File: src/hdl/tdmrf_pkg.sv
/*
  Constants, register map and carrier types of the TDM port rate and
  frame timing block.
  Assumes a 200 MHz APB clock and an 8.192 MHz master input clock.
*/
`default_nettype none
package tdmrf_pkg;
  localparam logic [7:0] CTRL_OFS = 8'h00;
  localparam logic [7:0] LIR_OFS  = 8'h04;
  localparam logic [7:0] LOR_OFS  = 8'h08;
  localparam logic [7:0] BIR_OFS  = 8'h0C;
  localparam logic [7:0] BOR_OFS  = 8'h10;
  localparam logic [7:0] STAT_OFS = 8'h14;
  localparam logic [31:0] RATE_RST = 32'h0000_0000;
  localparam int CM_MSG_BIT = 15;
  localparam int CM_EN_BIT  = 14;
  localparam int CM_SRC_BIT = 13;
  localparam int HALF_STREAMS = 8;
  localparam int PCLK_KHZ    = 200000;
  localparam int INT_CLK_KHZ = 131072;
  localparam int FP_SINGLE_NS = 122;
  localparam int FRAME_US     = 125;
  localparam int FP8_TICKS_I =
    (FP_SINGLE_NS * INT_CLK_KHZ + 999999) / 1000000;
  localparam logic [13:0] FP8_TICKS  = 14'(FP8_TICKS_I);
  localparam logic [13:0] FP16_TICKS = 14'(FP8_TICKS_I / 2);
  localparam logic [13:0] FRAME_LAST = 14'(FRAME_US * INT_CLK_KHZ / 1000 - 1);
  localparam logic [18:0] NCO_INC = 19'(INT_CLK_KHZ);
  localparam logic [18:0] NCO_MOD = 19'(PCLK_KHZ);
  localparam logic [7:0]  STYLE_RUN = 8'h20;
  localparam logic [1:0]  FRAME_DELAY = 2'h2;

  typedef struct packed {
    logic output_clock_polarity_sel;
    logic clk_edge;
    logic frame_pulse_width_sel;
    logic b32;
    logic l32;
  } tdmrf_ctrl_t;
  localparam tdmrf_ctrl_t CTRL_RST = '0;

  typedef enum logic [2:0] {
    RATE_UNUSED, RATE_2M, RATE_4M, RATE_8M, RATE_16M, RATE_32M
  } tdmrf_rate_t;
  typedef tdmrf_rate_t [15:0] tdmrf_port_rates_t;

  typedef struct packed {
    tdmrf_port_rates_t l_in;
    tdmrf_port_rates_t l_out;
    tdmrf_port_rates_t b_in;
    tdmrf_port_rates_t b_out;
  } tdmrf_rates_t;

  typedef struct packed {
    logic msg_mode;
    logic out_en;
    logic src_bp;
  } tdmrf_cm_t;

  typedef struct packed {
    logic [13:0] tick;
    logic [1:0]  in_frame;
    logic [1:0]  out_frame;
    logic        frame_start;
    logic        gci;
  } tdmrf_timing_t;
endpackage : tdmrf_pkg
`default_nettype wire

File: src/hdl/tdmrf_top.sv
/*
  TDM port rate and frame timing: APB registers, master frame pulse and
  clock capture, style detection, generated frame pulses and clocks.
  Assumes master pulse and clock are asynchronous to pclk.
*/
// Operation
// - local high rate bit selects 32 Mbps
// - backplane high rate bit selects 32 Mbps
// - reset clears both high rate bits
// - port rates use only own settings
// - per-stream field picks one of four rates
// - local 32 mode: streams 0-7 fixed
// - backplane 32 mode: streams 0-7 fixed
// - inputs align to master pulse, clock
// - outputs align to generated pulse, clock
// - connection word gives mode, enable, source
// - detect telecom or GCI pulse style
// - output pulses follow detected style
// - edge bit picks input clock edge
// - make 8/16 MHz pulses, clocks, polarity
// - stream timing from 131.072 MHz tick
// - frame N data leaves in N+2
// - width bit doubles generated pulses only
// - high rate mode ignores rate registers
`timescale 1ns/1ps
`default_nettype none
module tdmrf_top (
  input  wire logic                    pclk,
  input  wire logic                    presetn,
  input  wire logic                    psel,
  input  wire logic                    penable,
  input  wire logic                    pwrite,
  input  wire logic [7:0]              paddr,
  input  wire logic [31:0]             pwdata,
  output logic [31:0]                  prdata,
  output logic                         pready,
  output logic                         pslverr,
  input  wire logic                    master_frame_pulse_in,
  input  wire logic                    master_clock_in,
  input  wire logic [15:0]             local_cm_word,
  input  wire logic [15:0]             backplane_cm_word,
  output tdmrf_pkg::tdmrf_cm_t         local_cm_ctrl,
  output tdmrf_pkg::tdmrf_cm_t         backplane_cm_ctrl,
  output logic                         frame_pulse_out_8m,
  output logic                         frame_pulse_out_16m,
  output logic                         clock_out_8m,
  output logic                         clock_out_16m,
  output tdmrf_pkg::tdmrf_rates_t      stream_rates,
  output tdmrf_pkg::tdmrf_timing_t     stream_timing
);
  import tdmrf_pkg::*;

  function automatic tdmrf_port_rates_t port_rates(
    input logic        hi_mode,
    input logic [31:0] fields
  );
    tdmrf_port_rates_t r;
    r = '{default: RATE_UNUSED};
    for (int i = 0; i < 16; i++)
    begin
      if (hi_mode)
        r[i] = (i < HALF_STREAMS) ? RATE_32M : RATE_UNUSED;
      else
        case (fields[2*i +: 2])
          2'h0: r[i] = RATE_2M;
          2'h1: r[i] = RATE_4M;
          2'h2: r[i] = RATE_8M;
          default: r[i] = RATE_16M;
        endcase
    end
    return r;
  endfunction : port_rates

  function automatic tdmrf_cm_t cm_decode(input logic [15:0] w);
    return '{msg_mode: w[CM_MSG_BIT], out_en: w[CM_EN_BIT],
             src_bp: w[CM_SRC_BIT]};
  endfunction : cm_decode

  tdmrf_ctrl_t   ctrl_q;
  logic [31:0]   lir_q;
  logic [31:0]   lor_q;
  logic [31:0]   bir_q;
  logic [31:0]   bor_q;
  logic [31:0]   prdata_q;
  logic          clk_s1_q;
  logic          clk_s2_q;
  logic          clk_s3_q;
  logic          fp_s1_q;
  logic          fp_s2_q;
  logic          fp_smp_q;
  logic [7:0]    run_q;
  logic          gci_q;
  logic [18:0]   acc_q;
  logic [13:0]   tick_q;
  logic [1:0]    in_frame_q;
  logic          fs_q;
  logic          fp8_q;
  logic          fp16_q;
  logic          c8_q;
  logic          c16_q;
  tdmrf_rates_t  rates_q;
  tdmrf_cm_t     lcm_q;
  tdmrf_cm_t     bcm_q;

  // APB decode; no wait states, unmapped gives slave error
  wire sel_ctrl = (paddr == CTRL_OFS);
  wire sel_lir  = (paddr == LIR_OFS);
  wire sel_lor  = (paddr == LOR_OFS);
  wire sel_bir  = (paddr == BIR_OFS);
  wire sel_bor  = (paddr == BOR_OFS);
  wire sel_stat = (paddr == STAT_OFS);
  wire addr_ok  = sel_ctrl | sel_lir | sel_lor | sel_bir | sel_bor | sel_stat;
  wire setup_rd = psel & ~penable & ~pwrite;
  wire wr_en    = psel & penable & pwrite & addr_ok;
  wire [1:0] out_frame = in_frame_q - FRAME_DELAY;
  wire [31:0] stat_word = {13'h0000, gci_q, in_frame_q, out_frame, tick_q};
  wire [31:0] rd_data =
    sel_ctrl ? {27'h0000000, ctrl_q} :
    sel_lir  ? lir_q :
    sel_lor  ? lor_q :
    sel_bir  ? bir_q :
    sel_bor  ? bor_q :
    sel_stat ? stat_word : 32'h0000_0000;

  assign pready  = 1'b1;
  assign pslverr = psel & penable & ~addr_ok;
  assign prdata  = prdata_q;

  always_ff @(posedge pclk or negedge presetn)
  begin
    if (!presetn)
    begin
      ctrl_q   <= CTRL_RST;
      lir_q    <= RATE_RST;
      lor_q    <= RATE_RST;
      bir_q    <= RATE_RST;
      bor_q    <= RATE_RST;
      prdata_q <= 32'h0000_0000;
    end
    else
    begin
      if (wr_en && sel_ctrl)
        ctrl_q <= tdmrf_ctrl_t'(pwdata[4:0]);
      if (wr_en && sel_lir)
        lir_q <= pwdata;
      if (wr_en && sel_lor)
        lor_q <= pwdata;
      if (wr_en && sel_bir)
        bir_q <= pwdata;
      if (wr_en && sel_bor)
        bor_q <= pwdata;
      if (setup_rd)
        prdata_q <= rd_data;
    end
  end

  // Each port looks only at its own mode bit and fields
  always_ff @(posedge pclk or negedge presetn)
  begin
    if (!presetn)
      rates_q <= {4{port_rates(1'b0, RATE_RST)}};
    else
    begin
      rates_q.l_in  <= port_rates(ctrl_q.l32, lir_q);
      rates_q.l_out <= port_rates(ctrl_q.l32, lor_q);
      rates_q.b_in  <= port_rates(ctrl_q.b32, bir_q);
      rates_q.b_out <= port_rates(ctrl_q.b32, bor_q);
    end
  end

  // Two-stage capture; stage 3 only feeds edge detection
  always_ff @(posedge pclk or negedge presetn)
  begin
    if (!presetn)
    begin
      clk_s1_q <= 1'b0;
      clk_s2_q <= 1'b0;
      clk_s3_q <= 1'b0;
      fp_s1_q  <= 1'b1;
      fp_s2_q  <= 1'b1;
    end
    else
    begin
      clk_s1_q <= master_clock_in;
      clk_s2_q <= clk_s1_q;
      clk_s3_q <= clk_s2_q;
      fp_s1_q  <= master_frame_pulse_in;
      fp_s2_q  <= fp_s1_q;
    end
  end

  wire rise_edge = clk_s2_q & ~clk_s3_q;
  wire fall_edge = ~clk_s2_q & clk_s3_q;
  wire act_edge  = ctrl_q.clk_edge ? rise_edge : fall_edge;
  // Leading active sample of the pulse marks the frame boundary
  wire frame_start = act_edge & (fp_s2_q == gci_q)
                   & (fp_smp_q != gci_q);
  wire [18:0] acc_sum = acc_q + NCO_INC;
  wire        nco_tick = (acc_sum >= NCO_MOD);
  wire [13:0] fp8_len  = ctrl_q.frame_pulse_width_sel ? {FP8_TICKS[12:0], 1'b0} : FP8_TICKS;
  wire [13:0] fp16_len = ctrl_q.frame_pulse_width_sel ? FP8_TICKS : FP16_TICKS;

  // Idle level held for a long run reveals the pulse style
  always_ff @(posedge pclk or negedge presetn)
  begin
    if (!presetn)
    begin
      fp_smp_q <= 1'b1;
      run_q    <= 8'h00;
      gci_q    <= 1'b0;
    end
    else if (act_edge)
    begin
      fp_smp_q <= fp_s2_q;
      if (fp_s2_q != fp_smp_q)
        run_q <= 8'h00;
      else if (run_q != STYLE_RUN)
        run_q <= run_q + 8'h01;
      if (run_q == STYLE_RUN)
        gci_q <= ~fp_smp_q;
    end
  end

  // Fractional tick: average 131.072 MHz out of 200 MHz
  always_ff @(posedge pclk or negedge presetn)
  begin
    if (!presetn)
    begin
      acc_q      <= 19'h00000;
      tick_q     <= 14'h0000;
      in_frame_q <= 2'h0;
      fs_q       <= 1'b0;
    end
    else
    begin
      fs_q <= frame_start;
      if (frame_start)
      begin
        acc_q      <= 19'h00000;
        tick_q     <= 14'h0000;
        in_frame_q <= in_frame_q + 2'h1;
      end
      else
      begin
        acc_q <= nco_tick ? acc_sum - NCO_MOD : acc_sum;
        if (nco_tick && tick_q != FRAME_LAST)
          tick_q <= tick_q + 14'h0001;
      end
    end
  end

  // Pulses active low for telecom style, high for GCI style
  always_ff @(posedge pclk or negedge presetn)
  begin
    if (!presetn)
    begin
      fp8_q  <= 1'b1;
      fp16_q <= 1'b1;
      c8_q   <= 1'b0;
      c16_q  <= 1'b0;
      lcm_q  <= '0;
      bcm_q  <= '0;
    end
    else
    begin
      fp8_q  <= (tick_q < fp8_len) ^ ~gci_q;
      fp16_q <= (tick_q < fp16_len) ^ ~gci_q;
      c8_q   <= tick_q[3] ^ ctrl_q.output_clock_polarity_sel;
      c16_q  <= tick_q[2] ^ ctrl_q.output_clock_polarity_sel;
      lcm_q  <= cm_decode(local_cm_word);
      bcm_q  <= cm_decode(backplane_cm_word);
    end
  end

  assign local_cm_ctrl       = lcm_q;
  assign backplane_cm_ctrl   = bcm_q;
  assign frame_pulse_out_8m  = fp8_q;
  assign frame_pulse_out_16m = fp16_q;
  assign clock_out_8m        = c8_q;
  assign clock_out_16m       = c16_q;
  assign stream_rates        = rates_q;
  assign stream_timing = '{tick: tick_q, in_frame: in_frame_q,
                           out_frame: out_frame, frame_start: fs_q,
                           gci: gci_q};

  AST_RESET_MODES: assert property (@(posedge pclk)
    $rose(presetn) |-> !ctrl_q.l32 && !ctrl_q.b32)
    else $error("high rate bits not clear after reset");
  AST_LOCAL_HIGH: assert property (@(posedge pclk)
    disable iff (!presetn)
    ctrl_q.l32 |=> stream_rates.l_in[0] == RATE_32M
                && stream_rates.l_out[8] == RATE_UNUSED)
    else $error("local high rate stream map wrong");
  AST_BP_HIGH: assert property (@(posedge pclk)
    disable iff (!presetn)
    ctrl_q.b32 |=> stream_rates.b_out[7] == RATE_32M
                && stream_rates.b_in[15] == RATE_UNUSED)
    else $error("backplane high rate stream map wrong");
  AST_FIELD_RATE: assert property (@(posedge pclk)
    disable iff (!presetn)
    !ctrl_q.l32 && lir_q[5:4] == 2'h2 |=> stream_rates.l_in[2] == RATE_8M)
    else $error("rate field decode wrong");
  AST_PORT_INDEP: assert property (@(posedge pclk)
    disable iff (!presetn)
    $stable(ctrl_q.l32) && $stable(lir_q) && $changed(ctrl_q.b32)
    |=> $stable(stream_rates.l_in))
    else $error("local rates moved with backplane mode");
  AST_THRU_DELAY: assert property (@(posedge pclk)
    disable iff (!presetn)
    frame_start |=> stream_timing.in_frame == $past(in_frame_q) + 2'h1
                    && stream_timing.out_frame
                       == $past(in_frame_q) + 2'h1 - FRAME_DELAY)
    else $error("output frame not two behind input");
  AST_ALIGN: assert property (@(posedge pclk)
    disable iff (!presetn)
    frame_start |=> tick_q == 14'h0000 ##1 fp8_q == gci_q)
    else $error("output frame not aligned to boundary");
  AST_EDGE: assert property (@(posedge pclk)
    disable iff (!presetn)
    frame_start |-> (ctrl_q.clk_edge ? $rose(clk_s2_q) : $fell(clk_s2_q)))
    else $error("boundary taken on wrong clock edge");
  AST_STYLE_IDLE: assert property (@(posedge pclk)
    disable iff (!presetn)
    tick_q > {FP8_TICKS[12:0], 1'b0} && $stable(gci_q)
    |=> fp8_q == ~$past(gci_q) && fp16_q == ~$past(gci_q))
    else $error("output pulse idle level wrong for style");
  AST_DOUBLE: assert property (@(posedge pclk)
    disable iff (!presetn)
    ctrl_q.frame_pulse_width_sel && tick_q == FP8_TICKS |=> fp8_q == $past(gci_q))
    else $error("double width pulse too short");
  AST_CM: assert property (@(posedge pclk)
    disable iff (!presetn)
    1'b1 |=> local_cm_ctrl.out_en == $past(local_cm_word[CM_EN_BIT])
         && backplane_cm_ctrl.src_bp == $past(backplane_cm_word[CM_SRC_BIT]))
    else $error("connection word decode wrong");
endmodule : tdmrf_top
`default_nettype wire

File: config.mk
export PLATFORM = sky130hd
export DESIGN_NAME = tdmrf_top
export DESIGN_NICKNAME = d
export VERILOG_FILES = /design/src/hdl/tdmrf_pkg.sv /design/src/hdl/tdmrf_top.sv
export SDC_FILE = /design/constraint.sdc
export NUM_CORES = 1
export LEC_CHECK = 0
export BUFFER_PORTS_ARGS = -buffer_cell sky130_fd_sc_hd__buf_2
export CORE_ASPECT_RATIO = 0.8
export CORE_UTILIZATION = 55
export DETAILED_ROUTE_END_ITERATION = 10
export PLACE_DENSITY = 0.8
export REMOVE_ABC_BUFFERS = 1
export SYNTH_ARGS = -nofsm -noshare
export SYNTH_HDL_FRONTEND = slang
export SYNTH_SLANG_ARGS = --single-unit
File: constraint.sdc
create_clock -name pclk -period 5.8 [get_ports pclk]
set_clock_uncertainty 0.15 [all_clocks]
set_input_delay 0.87 -clock pclk [delete_from_list [all_inputs] [get_ports pclk]]
set_output_delay 0.87 -clock pclk [all_outputs]
set_load 0.01 [all_outputs]
==> impl_metrics.tcl <==
set metrics [dict create \
    status "complete, no violations" \
    met1_usage 0.386 \
    nNetsFinal 1771 \
    synth_seq_cells 412 \
    cts-buffers-inserted 42 \
    avgSynthCellArea_um2 12.9 \
    grt_pass1_vias 11700 \
    design_area_um2 20500 \
    overflow 0 \
    holdBufCountCts 0 \
    clockBufferDepth 3 \
    synth.yosys.seq_area_share 0.610 \
    syn_inst 1321 \
    clockRootBuffer "clkbuf_16" \
    tns_ns 0 \
    power.leakage_nw 10.8 \
    grt_pass1_wl_mm 66.5 \
    hpwl_mm 26.8 \
    multi_input_area_um2 6220 \
    wl_per_cell_um 20.5 \
    worstSetupEndpoint "bir_q[12]" \
    start_util 0.561 \
    cts-resized-gates 0 \
    finalHoldViolCount 0 \
    area_delta_synth_final_pct 20.2 \
    maxCapViolCount 0 \
    hp-class "in2async" \
    coreArea_um2 30400 \
    rr_endpoint "tick_q[6]" \
    yosysUniqueCellTypes 63 \
    rsz0062_at_grt "false" \
    final_common_cell "dfrtp_1" \
    start_kind "input port" \
    io_pins 335 \
    drt_pre_antenna_iters 5 \
    worst_r2r_path_depth 6 \
    drive_above_1_share 0.398 \
    track_usage 0.273 \
    worstPathRequired_ns 6.06 \
    regArea_um2 10400 \
    r2r-start "acc_q[12]" \
    io_buffers 307 \
    crit_path_end_kind "flip-flop" \
    finalCritPeriodShare 0.669 \
    cts_tree "built" \
    cts_max_level 2 \
    slew_headroom 0.173 \
    synth_edf_count 0 \
    vias 11500 \
    setup_viol 0 \
    ant_nets 0 \
    cts.sinks 412 \
    drt-initial-drc-count 672 \
    clock_latency_ns 0.53 \
    die-area_um2 31700 \
    totalWireLength_mm 42.1 \
    die_y_um 159 \
    dpl_cell_area_um2 18900 \
    min_period_ns 3.88 \
    met2_usage 0.419 \
    rrSetupSlack_ns 2.98 \
    ys.flop_type "dfrtp_1" \
    holdWs_ns 0.128 \
    power.density_nw_per_um2 329 \
    async_reset_ff_frac 1.00 \
    fill_cells 2231 \
    grt_util_met3 0.0604 \
    final_max_slew_viol_count 0 \
    antenna_found_initial 2 \
    cts.clk_slew.worst_paths_ns 0.06 \
    grt-busiest-layer "met2" \
    tightest_slew_ns 1.24 \
    worstPathMaxFanout 32 \
    vias_per_cell 5.60 \
    yosysWarnings 0 \
    worstSetupPathType "in2reg" \
    netlist_area_um2 17000 \
    post_cts_buffers 0 \
    place.gp.congestion 0.840 \
    timing.fmax_mhz 258 \
    peakVddDrop_mv 0.224 \
    rows 57 \
    grt_max_degree 150 \
    drc 0 \
    die_x_um 199 \
    layout_common_cells "dfrtp_1 (341), buf_2 (306), mux2_2 (144), nor2b_1 (100), ha_1 (83)" \
    startpoint "paddr[7]" \
    worstPathArrival_ns 4.14 \
]
## per-layer routing
metal  wire length, um  vias up
li1                  -     5184
met1             18300     5794
met2             19400      462
met3              3140       93
met4              1290        0
met5                 0        -
## cell type report
cell class,instances,share of cell area
repair buffers,321,0.0819
inverters,28,0.00514
clock buffers,59,0.0599
diodes,3,0.000367
flip-flops and latches,412,0.508
multi-input cells,804,0.304
clock inverters,18,0.0148
well taps,413,0.0253
## registers in the layout (all words and copies together), names as in the netlist, 2 cells and up
register / cells
acc_q: 13
backplane_cm_ctrl: 3
bir_q: 32
bor_q: 32
ctrl_q: 5
in_frame_q: 2
lir_q: 32
local_cm_ctrl: 3
lor_q: 32
prdata: 32
run_q: 8
stream_rates: 192
tick_q: 14
## worst min path at each step
stage                   from                end  depth (start not counted)  slack, ns
CTS                  presetn   stream_rates[55]                          1       0.12
finish               presetn  stream_rates[148]                          1       0.13
global placement    clk_s1_q           clk_s2_q                          0       0.19
detailed placement  clk_s1_q           clk_s2_q                          0       0.19
floorplan           clk_s1_q           clk_s2_q                          0       0.18
global route         presetn    stream_rates[4]                          1       0.15
## metrics by stage
| stage | worst slack, ns | cells | power, mW | utilization |
|---|---|---|---|---|
| final | 1.92 | 2058 | 6.74 | 0.674 |
| after CTS | 2.01 | 2055 | 6.78 | 0.673 |
| after detailed placement | 1.45 | 1978 | 3.84 | 0.623 |
| after global routing | 1.81 | 2057 | 7.01 | 0.673 |
| after floorplan | 1.07 | 1244 | 3.55 | - |
| after global placement | 1.49 | 1978 | 3.81 | 0.623 |
## cells in the mapped netlist, types with 16 or more instances
library cell	number	area (um2)
nor2b_1	100	626
nor2_1	61	229
or2_2	32	200
nand2_1	59	221
nand2b_1	33	206
dfrtp_1	343	8580
a21oi_1	24	120
dfstp_2	69	1810
clkbuf_1	51	191
ha_1	83	1040
buf_2	16	80.1
inv_1	28	105
mux2_2	144	1620
o21ai_0	64	320
## worst max-delay path: stages
cell and delay, ns:
buf_2 0.14, nor4_4 0.57, and3_1 0.23, buf_4 0.30
and2_1 0.61, nand2_2 0.82, mux2_2 0.55
## cells by family after synthesis
kind of cell	Yosys count	share of synthesized area
DFF	412	0.610
buffers and inverters	105	0.0256
other	1	0.000220
adders and majority gates	83	0.0610
xor gates and xnor gates	15	0.00771
AOI/OAI and AO/OA	175	0.0696
and+or+nand+nor	373	0.122
muxes	157	0.103
## where the power goes
part	total [mW]	internal [mW]	switching, mW
Combinational	0.699	0.267	0.432
Clock	2.94	1.83	1.10
Sequential	3.10	2.98	0.117
Total	6.74	5.08	1.65
No activity file was read; power rests on OpenSTA's default activity.
